==> config.mk <==
export PLATFORM = sky130hd
export DESIGN_NAME = reset_pll_and_boot_loader
export DESIGN_NICKNAME = d
export VERILOG_FILES = /design/src/common/boot_pkg.sv /design/src/rtl/crc32_engine.sv /design/src/rtl/reset_pll_and_boot_loader.sv
export SDC_FILE = /design/constraint.sdc
export NUM_CORES = 1
export LEC_CHECK = 0
export ABC_AREA = 1
export BUFFER_PORTS_ARGS = -buffer_cell sky130_fd_sc_hd__buf_2
export CAP_MARGIN = 20
export CORE_ASPECT_RATIO = 2
export CORE_UTILIZATION = 55
export CTS_CLUSTER_SIZE = 20
export DETAILED_ROUTE_END_ITERATION = 10
export GPL_ROUTABILITY_DRIVEN = 0
export PLACE_DENSITY = 0.77
export REMOVE_ABC_BUFFERS = 1
export SYNTH_ARGS = -nofsm -noshare
export SYNTH_HDL_FRONTEND = slang
export SYNTH_HIERARCHICAL = 1
export SYNTH_SLANG_ARGS = --single-unit
==> constraint.sdc <==
create_clock -name core_clk -period 6.5 [get_ports core_clk]
set_input_delay 1.3 -clock core_clk [delete_from_list [all_inputs] [get_ports core_clk]]
set_output_delay 1.3 -clock core_clk [all_outputs]
set_load 0.05 [all_outputs]
==> src/common/boot_pkg.sv <==
// constants, types and register map shared by the boot loader files
`default_nettype none
package boot_pkg;

    localparam int unsigned CLK_HZ            = 25_000_000;
    localparam int unsigned US_PER_S          = 1_000_000;
    // least delay from reset release to boot, in microseconds
    localparam int unsigned BOOT_DELAY_MIN_US = 15;
    localparam int unsigned BOOT_DELAY_MAX_US = 150;
    localparam int unsigned BOOT_DELAY_RAW    =
        (BOOT_DELAY_MIN_US * CLK_HZ + US_PER_S - 1) / US_PER_S;
    localparam int unsigned BOOT_DELAY_CYCLES = (BOOT_DELAY_RAW < 1) ? 1 : BOOT_DELAY_RAW;
    localparam int unsigned DELAY_W           = 10;

    localparam logic [31:0] CRC_POLY          = 32'hEDB88320;
    localparam logic [31:0] CRC_PRESET        = 32'hFFFFFFFF;
    localparam logic [31:0] CRC_SKIP_MAGIC    = 32'h0D15AB1E;

    localparam int unsigned SECURE_BOOT_BIT   = 5;
    localparam logic [31:0] SECURITY_RESET    = 32'h0000_0000;

    localparam int unsigned IMG_ADDR_W        = 24;
    localparam logic [23:0] OTP_IMAGE_BASE    = 24'h00_0000;
    localparam logic [23:0] FLASH_IMAGE_BASE  = 24'h00_0000;
    localparam int unsigned RAM_ADDR_W        = 16;
    localparam logic [15:0] RAM_BASE          = 16'h0000;

    // register byte offsets on the bus
    localparam logic [7:0] REG_PLL_CFG        = 8'h00;
    localparam logic [7:0] REG_STATUS         = 8'h04;
    localparam logic [7:0] REG_SECURITY       = 8'h08;
    localparam logic [7:0] REG_CRC            = 8'h0C;
    localparam logic [7:0] REG_LENGTH         = 8'h10;

    // field positions in the clock-multiplier register
    localparam int unsigned PLL_R_LSB         = 0;
    localparam int unsigned PLL_F_LSB         = 8;
    localparam int unsigned PLL_OD_LSB        = 24;

    typedef struct packed {
        logic [2:0]  output_divider;
        logic [11:0] feedback;
        logic [5:0]  inputDivider;
    } pll_cfg_s;

    localparam pll_cfg_s PLL_RATIO_40 = '{3'h1, 12'h09F, 6'h00};
    localparam pll_cfg_s PLL_RATIO_16 = '{3'h1, 12'h03F, 6'h00};
    localparam pll_cfg_s PLL_RATIO_8  = '{3'h1, 12'h01F, 6'h00};
    localparam pll_cfg_s PLL_RATIO_4  = '{3'h1, 12'h00F, 6'h00};

    typedef struct packed {
        logic secureBoot;
        logic crcSkipped;
        logic crcBad;
        logic halted;
        logic running;
    } boot_status_s;

    typedef enum logic [7:0] {
        ST_DELAY  = 8'h01,
        ST_LEN    = 8'h02,
        ST_PROG   = 8'h04,
        ST_CHECK  = 8'h08,
        ST_VERIFY = 8'h10,
        ST_RUN    = 8'h20,
        ST_HALT   = 8'h40
    } boot_state_e;

endpackage : boot_pkg
`default_nettype wire

==> src/rtl/crc32_engine.sv <==
// reflected crc-32 register advanced one byte per accepted input
`default_nettype none
module crc32_engine
    import boot_pkg::*;
(
    input  wire logic        core_clk,
    input  wire logic        arst_n,
    input  wire logic        clear,
    input  wire logic        byteValid,
    input  wire logic [7:0]  byteIn,
    output logic      [31:0] crcState
);

    logic [31:0] next_crc;

    // lsb-first shift, one step per data bit
    always_comb
    begin
        next_crc = crcState;
        for (int i = 0; i < 8; i++)
        begin
            if (next_crc[0] ^ byteIn[i])
                next_crc = (next_crc >> 1) ^ CRC_POLY;
            else
                next_crc = next_crc >> 1;
        end
    end

    always_ff @(posedge core_clk or negedge arst_n)
    begin
        if (!arst_n)
            crcState <= CRC_PRESET;
        else if (clear)
            crcState <= CRC_PRESET;
        else if (byteValid)
            crcState <= next_crc;
    end

endmodule : crc32_engine
`default_nettype wire

==> src/rtl/reset_pll_and_boot_loader.sv <==
// reset sequencing, clock-ratio straps and boot image loader of one tile
`default_nettype none
module reset_pll_and_boot_loader
    import boot_pkg::*;
#(
    parameter int unsigned DELAY_CYCLES = BOOT_DELAY_CYCLES
)
(
    input  wire logic                    core_clk,
    input  wire logic                    arst_n,
    // strap pins
    input  wire logic                    ratio_select_lo,
    input  wire logic                    ratio_select_hi,
    // security word loaded from otp at power-up
    input  wire logic [31:0]             securityWord,
    // classic wishbone slave
    input  wire logic                    wb_cyc_i,
    input  wire logic                    wb_stb_i,
    input  wire logic                    wb_we_i,
    input  wire logic [7:0]              wb_adr_i,
    input  wire logic [3:0]              wb_sel_i,
    input  wire logic [31:0]             wb_dat_i,
    output logic      [31:0]             wb_dat_o,
    output logic                         wb_ack_o,
    // image byte source
    output logic                         fetchReq,
    output logic                         fetchFromOtp,
    output logic      [IMG_ADDR_W-1:0]   fetchAddr,
    input  wire logic                    fetchValid,
    input  wire logic [7:0]              fetchByte,
    // ram write port
    output logic                         ramWe,
    output logic      [RAM_ADDR_W-1:0]   ramAddr,
    output logic      [31:0]             ramWdata,
    // tile control
    output logic                         tileResetN,
    output logic                         gpioPullDownEn,
    output logic      [RAM_ADDR_W-1:0]   execStartAddr,
    output pll_cfg_s                     pllCfg
);

    ////////////////////////////////////////////////////////////////////////////
    // state

    boot_state_e           state;
    logic [DELAY_W-1:0]    delayCount;
    logic [1:0]            strapMeta;
    logic [1:0]            strapSync;
    logic [31:0]           securityReg;
    logic [1:0]            byteIdx;
    logic [31:0]           wordShift;
    logic [31:0]           progLength;
    logic [31:0]           wordsLeft;
    logic [31:0]           checkWord;
    logic [31:0]           crcState;
    logic                  crcClear;
    logic                  crcFeed;
    logic                  wordDone;
    logic [31:0]           wordNow;
    logic                  delayDone;
    boot_status_s          status;
    logic                  wbHit;
    logic [31:0]           next_rdata;
    pll_cfg_s              strapCfg;

    assign wbHit     = wb_cyc_i & wb_stb_i & ~wb_ack_o;
    assign wordNow   = {fetchByte, wordShift[31:8]};
    assign wordDone  = fetchValid & fetchReq & (byteIdx == 2'h3);
    assign delayDone = (state == ST_DELAY) && (delayCount == DELAY_W'(DELAY_CYCLES - 1));
    // the check word never enters the crc
    assign crcFeed   = fetchValid & fetchReq & ((state == ST_LEN) | (state == ST_PROG));
    assign crcClear  = delayDone;

    ////////////////////////////////////////////////////////////////////////////
    // strap synchroniser; straps are assumed static so one capture suffices

    always_ff @(posedge core_clk or negedge arst_n)
    begin
        if (!arst_n)
        begin
            strapMeta <= 2'h0;
            strapSync <= 2'h0;
        end
        else
        begin
            strapMeta <= {ratio_select_hi, ratio_select_lo};
            strapSync <= strapMeta;
        end
    end

    always_comb
    begin
        case (strapSync)
            2'b00:   strapCfg = PLL_RATIO_40;
            2'b11:   strapCfg = PLL_RATIO_16;
            2'b10:   strapCfg = PLL_RATIO_8;
            2'b01:   strapCfg = PLL_RATIO_4;
            default: strapCfg = PLL_RATIO_40;
        endcase
    end

    ////////////////////////////////////////////////////////////////////////////
    // reset outputs

    // pull-downs and tile reset assert asynchronously with the chip reset
    always_ff @(posedge core_clk or negedge arst_n)
    begin
        if (!arst_n)
            gpioPullDownEn <= 1'b1;
        else
            gpioPullDownEn <= 1'b0;
    end

    // tile leaves reset only when a program is started after a crc match or the skip word
    always_ff @(posedge core_clk or negedge arst_n)
    begin
        if (!arst_n)
            tileResetN <= 1'b0;
        else
            tileResetN <= (state == ST_RUN);
    end

    ////////////////////////////////////////////////////////////////////////////
    // post-release delay counter

    always_ff @(posedge core_clk or negedge arst_n)
    begin
        if (!arst_n)
            delayCount <= '0;
        else if ((state == ST_DELAY) && !delayDone)
            delayCount <= delayCount + DELAY_W'(1);
    end

    ////////////////////////////////////////////////////////////////////////////
    // security word captured once the delay ends, well after release

    always_ff @(posedge core_clk or negedge arst_n)
    begin
        if (!arst_n)
            securityReg <= SECURITY_RESET;
        else if (delayDone)
            securityReg <= securityWord;
    end

    ////////////////////////////////////////////////////////////////////////////
    // clock multiplier configuration

    // software may load values outside the legal ranges; nothing clamps them
    always_ff @(posedge core_clk or negedge arst_n)
    begin
        if (!arst_n)
            pllCfg <= PLL_RATIO_40;
        else if (delayDone)
            pllCfg <= strapCfg;
        else if (wbHit && wb_we_i && (wb_adr_i == REG_PLL_CFG))
        begin
            if (wb_sel_i[0])
                pllCfg.inputDivider <= wb_dat_i[PLL_R_LSB +: 6];
            if (wb_sel_i[1])
                pllCfg.feedback[7:0] <= wb_dat_i[PLL_F_LSB +: 8];
            if (wb_sel_i[2])
                pllCfg.feedback[11:8] <= wb_dat_i[PLL_F_LSB + 8 +: 4];
            if (wb_sel_i[3])
                pllCfg.output_divider <= wb_dat_i[PLL_OD_LSB +: 3];
        end
    end

    ////////////////////////////////////////////////////////////////////////////
    // boot sequencer

    always_ff @(posedge core_clk or negedge arst_n)
    begin
        if (!arst_n)
            state <= ST_DELAY;
        else
        begin
            case (state)
                ST_DELAY:
                    if (delayDone)
                        state <= ST_LEN;
                ST_LEN:
                    if (wordDone)
                        state <= (wordNow == 32'h0) ? ST_CHECK : ST_PROG;
                ST_PROG:
                    if (wordDone && (wordsLeft == 32'h1))
                        state <= ST_CHECK;
                ST_CHECK:
                    if (wordDone)
                        state <= ST_VERIFY;
                ST_VERIFY:
                    if ((checkWord == CRC_SKIP_MAGIC) || (checkWord == ~crcState))
                        state <= ST_RUN;
                    else
                        state <= ST_HALT;
                ST_RUN:
                    state <= ST_RUN;
                ST_HALT:
                    state <= ST_HALT;
                default:
                    state <= ST_HALT;
            endcase
        end
    end

    // byte assembly, least significant byte first
    always_ff @(posedge core_clk or negedge arst_n)
    begin
        if (!arst_n)
        begin
            byteIdx   <= 2'h0;
            wordShift <= 32'h0;
        end
        else if (fetchValid && fetchReq)
        begin
            byteIdx   <= byteIdx + 2'h1;
            wordShift <= wordNow;
        end
    end

    always_ff @(posedge core_clk or negedge arst_n)
    begin
        if (!arst_n)
        begin
            progLength <= 32'h0;
            wordsLeft  <= 32'h0;
        end
        else if (wordDone && (state == ST_LEN))
        begin
            progLength <= wordNow;
            wordsLeft  <= wordNow;
        end
        else if (wordDone && (state == ST_PROG))
            wordsLeft <= wordsLeft - 32'h1;
    end

    always_ff @(posedge core_clk or negedge arst_n)
    begin
        if (!arst_n)
            checkWord <= 32'h0;
        else if (wordDone && (state == ST_CHECK))
            checkWord <= wordNow;
    end

    ////////////////////////////////////////////////////////////////////////////
    // image fetch port: request held until the last check byte is taken

    always_ff @(posedge core_clk or negedge arst_n)
    begin
        if (!arst_n)
        begin
            fetchReq     <= 1'b0;
            fetchFromOtp <= 1'b0;
            fetchAddr    <= '0;
        end
        else if (delayDone)
        begin
            fetchReq     <= 1'b1;
            fetchFromOtp <= securityWord[SECURE_BOOT_BIT];
            fetchAddr    <= securityWord[SECURE_BOOT_BIT] ? OTP_IMAGE_BASE
                                                          : FLASH_IMAGE_BASE;
        end
        else if (fetchValid && fetchReq)
        begin
            fetchAddr <= fetchAddr + IMG_ADDR_W'(1);
            if (wordDone && (state == ST_CHECK))
                fetchReq <= 1'b0;
        end
    end

    ////////////////////////////////////////////////////////////////////////////
    // ram loading from the bottom upward

    always_ff @(posedge core_clk or negedge arst_n)
    begin
        if (!arst_n)
        begin
            ramWe    <= 1'b0;
            ramWdata <= 32'h0;
        end
        else
        begin
            ramWe    <= wordDone && (state == ST_PROG);
            ramWdata <= wordNow;
        end
    end

    // address advances after each write, so the first word lands at the base
    always_ff @(posedge core_clk or negedge arst_n)
    begin
        if (!arst_n)
            ramAddr <= RAM_BASE;
        else if (ramWe)
            ramAddr <= ramAddr + RAM_ADDR_W'(1);
    end

    always_ff @(posedge core_clk or negedge arst_n)
    begin
        if (!arst_n)
            execStartAddr <= RAM_BASE;
        else
            execStartAddr <= RAM_BASE;
    end

    ////////////////////////////////////////////////////////////////////////////
    // crc over length word and program bytes

    crc32_engine u_crc
    (
        .core_clk  (core_clk),
        .arst_n    (arst_n),
        .clear     (crcClear),
        .byteValid (crcFeed),
        .byteIn    (fetchByte),
        .crcState  (crcState)
    );

    ////////////////////////////////////////////////////////////////////////////
    // status and register reads

    always_comb
    begin
        status.secureBoot = fetchFromOtp;
        status.crcSkipped = (state == ST_RUN) && (checkWord == CRC_SKIP_MAGIC);
        status.crcBad     = (state == ST_HALT);
        status.halted     = (state == ST_HALT);
        status.running    = (state == ST_RUN);
    end

    always_comb
    begin
        case (wb_adr_i)
            REG_PLL_CFG:
                next_rdata = {5'h00, pllCfg.output_divider, 4'h0, pllCfg.feedback,
                              2'h0, pllCfg.inputDivider};
            REG_STATUS:   next_rdata = {19'h0, state, status};
            REG_SECURITY: next_rdata = securityReg;
            REG_CRC:      next_rdata = ~crcState;
            REG_LENGTH:   next_rdata = progLength;
            default:      next_rdata = 32'h0;
        endcase
    end

    // one-cycle answer; unmapped addresses read zero and ignore writes
    always_ff @(posedge core_clk or negedge arst_n)
    begin
        if (!arst_n)
        begin
            wb_ack_o <= 1'b0;
            wb_dat_o <= 32'h0;
        end
        else
        begin
            wb_ack_o <= wbHit;
            wb_dat_o <= wbHit ? next_rdata : 32'h0;
        end
    end

endmodule : reset_pll_and_boot_loader
`default_nettype wire
Word-level counts from Yosys, hierarchy flattened --
Cells that the tools add are included. Widths: inputs -> output; s select.
Operators by class: muxes and demuxes 33, divide/modulo/power cells 0, add/sub/neg operators 5, multipliers 0, eq/ne operators 23, shifts and indexed selects 0, magnitude comparators 0, reductions and logical operators 30, bitwise operators 24
Operators with widths (count):
- $mux 32 | 13
- $pmux 32 s5 | 1
- $not 13->14 | 8
- $pmux 21 s4 | 1
- $mux 24 | 2
- $pmux 8 s6 | 1
- $mux 21 | 2
- $mux 8 | 5
- $eq 32x1->1 const B | 1
- $eq 32x28->1 const B | 1
- $eq 32x32->1 | 1
- $logic_not 32->1 | 1
- $not 32->32 | 1
- $sub 32x1->32 const B | 1
- $add 24x1->24 const B | 1
- $eq 8x4->1 const B | 3
- $reduce_bool 2->1 | 9
- $add 16x1->16 const B | 1
- $eq 8x3->1 const B | 2
- $eq 8x5->1 const B | 2
- $add 10x1->10 const B | 1
- $eq 10x9->1 const B | 1
- $logic_and 1x1->1 | 10
- $reduce_and 2->1 | 5
- other kinds (22) | 41
Word-level totals: output and inout bits 147, bits in latches 0, flip-flop bits (word level) 347, memories 0, memory bits (writable) 0, bits of input ports 92, ROM bits 0

Longest topological paths before layout --
Gate-level depths: netlist of run 1.
depth in word-level cells 18, depth in mapped cells 15, mapped depth without buffers 14

Hierarchy --
The synthesis of run 1 kept the hierarchy.
Modules (own cells, without submodules):
- reset_pll_and_boot_loader | cells an instance 1885, seq. area each 7643.6 sq um, area an instance 14874.3 sq um, instances 1
- crc32_engine | cells an instance 356, seq. area each 840.8 sq um, area an instance 2488.6 sq um, instances 1

Worst setup path before layout of run 1 --
No wires, ideal clock.
path type input -> register, from in fetchValid, to reg u_crc.crcState[11], library setup time 0.078 ns, stages on the path 9, arrival time 2.571 ns, path buffers 2, path slack 3.852 ns, path through nand2_2 > clkbuf_1 > a21oi_1 > inv_1 > nor2_2 > clkbuf_1 > o21ai_0 > o22ai_1 > inv_1
On the way: cells in the longest elaborated chain, start to end 3
RTL lines:
- start, declared | line reset_pll_and_boot_loader.sv:29 | input wire logic fetchValid,
- $and 1x1->1 (2 in series) | line reset_pll_and_boot_loader.sv:71 | assign crcFeed = fetchValid & fetchReq & ((state == ST_LEN) | (state == ST_PROG));
- net crcFeed | line reset_pll_and_boot_loader.sv:57 | logic crcFeed;
- $reduce_bool 2->1 (no line)
- end signal, assigned | line crc32_engine.sv:36 | crcState <= next_crc;
- end, declared | line crc32_engine.sv:11 | output logic [31:0] crcState
The timed path passes the listed nets, and every way through them passes these cells. A chain may end at the register's enable or synchronous reset.

Worst setup path after layout of run 1 --
from in fetchValid, to reg u_crc.crcState[21]
Same word-level chain as after synthesis.

==> results of run 1 <==
[cells by family (layout without fill, tap and decap cells)]
logic type / count (synthesis) / after routing / share of synthesized area [%]
AO/OA/AOI/OAI: 263 / 263 / 8.58
XOR/XNOR: 73 / 73 / 3.90
adder cells (fa/ha/maj): 7 / 7 / 0.504
buffers and inverters: 356 / 563 / 8.78
flip-flops: 337 / 337 / 48.9
multiplexers: 1 / 1 / 0.0649
other: 1 / 19 / 0.0216
AND/OR/NAND/NOR: 1203 / 1203 / 29.3
[Yosys cell counts, drive strengths merged, types with 3 or more instances]
master  number  area [µm²]
o21ai      146         731
o21a         4        30.0
nor4         5        37.5
nand3b       6        45.0
nand2      749        2960
xnor2       19         204
nor3        35         180
buf         61         407
dfrtp      296        7410
nand3       96         513
nand4       18         113
a31oi       11        87.6
a21oi       54         289
a22oi        3        22.5
clkbuf       9        33.8
inv        283        1070
nor2       281        1150
xor2        54         473
ha           7        87.6
or2          7        46.3
clkinv       3        16.3
o211ai       5        37.5
dfstp       41        1080
o221ai       8        70.1
o22ai       16         100
o21bai      11        82.6
[metrics by stage]
step,cell area [µm²],std cells,utilization [%],setup slack [ns],power [mW]
after floorplan,17000,2187,-,3.20,2.60
final,19600,2884,63.4,2.70,4.54
after global placement,18700,2826,60.2,2.30,2.79
after global routing,19600,2884,63.4,2.59,4.68
after detailed placement,18700,2826,60.2,2.27,2.80
after CTS,19600,2882,63.4,2.86,4.56
[registers in the layout, summed over array words and instances, names as in the netlist, 2 cells and up]
name and count:
ramAddr 16, wordsLeft 32, strapMeta 2, delayCount 10, wb_dat_o 32, strapSync 2
pllCfg 21, progLength 32, wordShift 24, fetchAddr 24, securityReg 32, checkWord 32
u_crc/crcState 32, ramWdata 32, state 7, byteIdx 2
[final cells by class]
| class | instances | area (µm²) | area share, % |
|---|---|---|---|
| Timing Repair Buffer | 221 | 1150 | 5.87 |
| Antenna cell | 2 | 5.00 | 0.0255 |
| Multi-Input combinational cell | 1564 | 7410 | 37.8 |
| Tap cell | 418 | 523 | 2.66 |
| Inverter | 286 | 1080 | 5.52 |
| Sequential cell | 337 | 8480 | 43.2 |
| Clock inverter | 12 | 77.6 | 0.395 |
| Clock buffer | 44 | 895 | 4.56 |
[routing by layer]
metal / part of all wire [%] / wire [µm] / GRT usage (%)
met2: 51 / 26900 / 59.0
met4: 9.4 / 4960 / 27.8
met5: 0 / 0 / 0
met1: 34 / 18000 / 35.5
met3: 5.7 / 3000 / 4.08
[worst min path at each step]
stage                       startpoint            to  slack, ns
after floorplan           strapMeta[0]  strapSync[0]       0.33
after global placement    strapMeta[0]  strapSync[0]       0.33
after detailed placement  strapMeta[0]  strapSync[0]       0.34
after CTS                 strapMeta[0]  strapSync[0]       0.35
after global routing      strapMeta[0]  strapSync[0]       0.37
final                     strapMeta[0]  strapSync[0]       0.35
[power groups by stage]
stage / clock network, mW / registers, mW / logic, mW
6_report: 1.77 / 2.24 / 0.526
5_1_grt: 1.86 / 2.25 / 0.568
4_1_cts: 1.79 / 2.24 / 0.528
3_5_place_dp: 0 / 2.28 / 0.527
3_3_place_gp: 0 / 2.28 / 0.515
2_1_floorplan: 0 / 2.41 / 0.190
==> results.md, run 1 <==
- Peak fanout along the critical path: 61
- # rows: 91
- Sequential power share: 49.4%
- Most frequent cells in the layout: 720 x nand2_1, 296 x dfrtp_1, 264 x inv_1, 257 x nor2_1, 210 x buf_2
- Hold Violations, Final: 0
- Vias in the first global route: 15.7k
- Slew Viols, Final: 0
- Mean number of vias per cell: about 5.5
- CP Launch Type: input port
- Cell area after synthesis: 17,400 µm²
- H-Tree Depth: 1
- Pleak: 10.5 nW
- Worst-path clk slew: about 0.070 ns
- Top_reg_cell synth: dfrtp_1
- Hold path cells: 0
- Worst Tran Pin Value: 1.07 ns
- Final setup violation count: 0
- Status: completed
- Core box area: around 31,000 µm²
- Top Family by Delay on Critical Path: simple AND/OR/NAND/NOR gates
- Levels on crit path: 9
- First-pass GRT wire length: 82.3 mm
- DRT Pass-1 Iters: 6
- PostCTS Resize Cnt: 0
- VDD IR max: 0.257 mV
- Post-synth ARST share: between 90% and 100%
- Max stage delay on crit path: between 0.8 and 0.9 ns
- Reg2reg path depth: 13
- Clock Latency Late Sink: 0.58 ns
- Largest net degree at the start of global routing: approximately 170
- Worst path slowest cell: nor2_1
- CP most frequent cell: inv_1
- Die height: 253 µm
- Fin crit share: 58.5%
- Buf/Inv on CP: 4
- # DRC: 0
- Seq/Total Area, Yosys: 48.9%
- Sw Ratio: 28.4%
- Layout Area Growth over Synthesis: 13.1%
- Max_slew headroom: 28.5%
- Post-synth EDFFs: 0
- Clock Tree Buf Depth: 3
- Syn Area/Cell: 7.75 µm²
- IO Count: 239
- Detailed Route WL: 52.8 mm
- Share of cells above drive strength 1: about 16%
- Sw power: roughly 1.3 mW
- Routed WL per cell: ~18 µm
- Fillers: 2,692
- Worst Setup EP: u_crc/crcState[21]
- Most common cell after layout, fill and taps aside: nand2_1
- Synth Register Bits: approximately 340
- Nets: between 2k and 3k
- Distinct cell type count after synthesis: 58
- Comb power frac: 11.6%
- Clock power frac: between 30 and 40%
- Post-CTS Setup Repair Bufs: 0
- TritonCTS buffer count: 30
- Hold Buf Count CTS: 0
- Worst Path Required: around 7.0 ns
- Via count: between 15k and 20k
- DIE AREA: ~32,000 µm²
- Min Hold Slack: about 0.35 ns
- Max cap viols: 0
- Clock root buffer: clkbuf_16
- Detailed Place HPWL: between 30 and 40 mm
- Worst clock skew: 0.0201 ns
- Synth warn: 6
- Internal power: 3.25 mW
- Setup TNS: 0 ns
- Reg-to-reg slack, setup: 2.84 ns
- Starting DRT DRC Count: between 1k and 1.5k
- Clock sinks: roughly 340
- Initial Utilization: ~56%
- Grt ovf: 0
- Max Fclk: 263 MHz
- Crit path time final: 3.80 ns
- CTS tree: built
- Critical Path AT: about 4.3 ns
- FF-to-FF Start: delayCount[0]
- Post-Syn Instances: ~2.2k
- CP startpoint: fetchValid
- Total Routing Usage GR: 33.5%
- PwrDens: 231 nW/µm²
- Initial antenna violation count: 2
- Setup crit end kind: flip-flop
- Width of the chip: about 130 µm
- R2r endpoint: u_crc/crcState[21]
- CP Cell Sequence: buf_2 > nand2_2 > buf_4 > a21oi_1 > nor2_1 > inv_1 > or2_2 > nand2_1 > inv_1
- RSZ-0062 raised after global routing: false
- Worst hold path type: reg -> reg
- CP Class: in -> reg
- Input/output buffers: ~210
- Antenna-violating nets left: 0
(Power assumes the default switching activity.)
==> inputs of run 2 (changes only) <==
--- a/config.mk
+++ b/config.mk
@@ -9,7 +9,7 @@
 export BUFFER_PORTS_ARGS = -buffer_cell sky130_fd_sc_hd__buf_2
 export CAP_MARGIN = 20
 export CORE_ASPECT_RATIO = 2
-export CORE_UTILIZATION = 55
+export CORE_UTILIZATION = 53
 export CTS_CLUSTER_SIZE = 20
 export DETAILED_ROUTE_END_ITERATION = 10
 export GPL_ROUTABILITY_DRIVEN = 0
==> constraint.sdc (replaced) <==
create_clock -name core_clk -period 3.3 [get_ports core_clk]
set_input_delay 0.66 -clock core_clk [delete_from_list [all_inputs] [get_ports core_clk]]
set_output_delay 0.66 -clock core_clk [all_outputs]
set_load 0.05 [all_outputs]
==> run 2 against run 1 <==
Effect of this change:
- core utilization fell by 1.7 points
- worst setup slack got worse by 2.2 ns
- non-clock buffer count rose by 23
- clock power rose by 110%
- register-to-register slack got worse by 2.4 ns
- first-iteration DRC count rose by 3.1%
- sequential share of layout area fell by 0.56 points
- count of clock-buffer cells in the layout fell by 4
- largest power group unchanged
- routed wire length rose by 2.4%
- worst hold slack got worse by 0.33 ns
- highest routed layer unchanged
- critical path type is now reg -> reg
- cell area rose by 1.3%
- combinational power rose by 100%
==> results.md, run 2 (synthesis results as in run 1) <==
- Width of the chip: 130 µm
- Setup crit end kind: flip-flop
- Max_slew headroom: 42.2%
- CP Launch Type: flip-flop
- Final setup violation count: 0
- DIE AREA: 33,500 µm²
- Layout Area Growth over Synthesis: 14.6%
- Reg-to-reg slack, setup: ~0.48 ns
- Worst Tran Pin Value: 0.864 ns
- Most common cell after layout, fill and taps aside: nand2_1
- Hold Buf Count CTS: 0
- Hold Violations, Final: 0
- Status: completed
- Clock Tree Buf Depth: 3
- Worst-path clk slew: 0.07 ns
- Fin crit share: between 80% and 90%
- Most frequent cells in the layout: 720 x nand2_1, 296 x dfrtp_1, 264 x inv_1, 257 x nor2_1, 210 x buf_2
- Die height: 258 µm
- Starting DRT DRC Count: 1,329
- Input/output buffers: 211
- Pleak: 10.6 nW
- CP Class: reg -> reg
- Slew Viols, Final: 0
- Peak fanout along the critical path: 18
- Grt ovf: 0
- Clock Latency Late Sink: 0.59 ns
- Antenna-violating nets left: 0
- Vias in the first global route: 15.6k
- Worst clock skew: 0.0135 ns
- Core box area: 32,200 µm²
- Nets: ~2.6k
- PostCTS Resize Cnt: 0
- H-Tree Depth: 1
- Cell area after placement: roughly 19,000 µm²
- TritonCTS buffer count: 29
- Fin util: 61.7%
- VDD IR max: 0.530 mV
- Post-route cell area: around 20,000 µm²
- Initial Utilization: between 50 and 60%
- Detailed Place HPWL: 40.4 mm
- Share of cells above drive strength 1: 17.3%
- Largest net degree at the start of global routing: 77
- Mean number of vias per cell: 5.50
- RSZ-0062 raised after global routing: false
- Clock sinks: around 340
- Max Fclk: 355 MHz
- Clock root buffer: clkbuf_16
- Routed WL per cell: 18.6 µm
- Max cap viols: 0
- Min Hold Slack: roughly 0.019 ns
- Via count: approximately 16k
- IO Count: about 240
- DRT Pass-1 Iters: 7
- Total Routing Usage GR: 32.9%
- # rows: 93
- Post-CTS Setup Repair Bufs: 0
- Worst Path Required: 3.81 ns
- # DRC: 0
- Critical Path AT: 3.33 ns
- Initial antenna violation count: 1
- Worst hold path type: in -> async
- CTS tree: built
- Setup TNS: 0 ns
- Detailed Route WL: 54.1 mm
- PwrDens: 464 nW/µm²
- Crit path time final: around 2.8 ns
- First-pass GRT wire length: 82.8 mm
-- run 2: cell count changes in the layout (fill, tap and decap cells not counted), sizes merged --
cell and change:
buf +23, clkinv -6, bufinv +4, clkbuf -4, inv +3, clkinvlp +1
diode -1
-- run 2: area by class of cell --
type                    count  area, µm²
flip-flops and latches    337       8480
clock buffers              40        857
clock inverters            14        190
diodes                      1       2.50
repair buffers            244       1330
multi-input cells        1564       7410
inverters                 286       1080
fillers                  2819      12300
well taps                 427        534
-- run 2: final timing paths --
| check | startpoint | endpoint | depth (start not counted) |
|---|---|---|---|
| max in group asynchronous | arst_n | ramAddr[11] | 3 |
| worst max register to register | delayCount[0] | u_crc/crcState[8] | 14 |
| worst max-delay path | delayCount[0] | u_crc/crcState[8] | 14 |
| min in group core_clk | ratio_select_hi | strapMeta[1] | 1 |
| worst min-delay path | arst_n | wb_dat_o[21] | 1 |
| worst min register to register | strapMeta[1] | strapSync[1] | 0 |
-- run 2: layer usage --
metal	wire length (µm)	track usage [%]
met4	4950	27.1
met2	27600	56.7
met3	3280	4.64
met5	0	0
met1	18300	35.1
-- run 2: power breakdown --
group	switching [mW]	leakage (nW)	internal, mW
Clock	1.62	0.515	2.14
Sequential	0.146	4.06	4.27
Combinational	0.802	6.04	0.256
-- run 2: through the flow --
step / total power [mW] / setup slack (ns) / instances
finish: 9.23 / 0.482 / 2913
global route: 9.51 / 0.311 / 2913
CTS: 9.26 / 0.530 / 2912
detailed placement: 5.53 / 0.559 / 2858
global placement: 5.50 / 0.549 / 2858
floorplan: 5.13 / 0.312 / 2187
-- run 2: worst max-delay path: stages (launching register included) --
cell     delay [ns]
dfrtp_1        0.43
inv_1          0.14
ha_1           0.16
nand2_1        0.07
nor3_1         0.17
nand2_1        0.08
nor2_1         0.12
nand2_2        0.07
inv_2          0.28
nor2_1         0.09
buf_4          0.20
inv_1          0.51
buf_4          0.24
o21ai_0        0.07
nor2_1         0.12
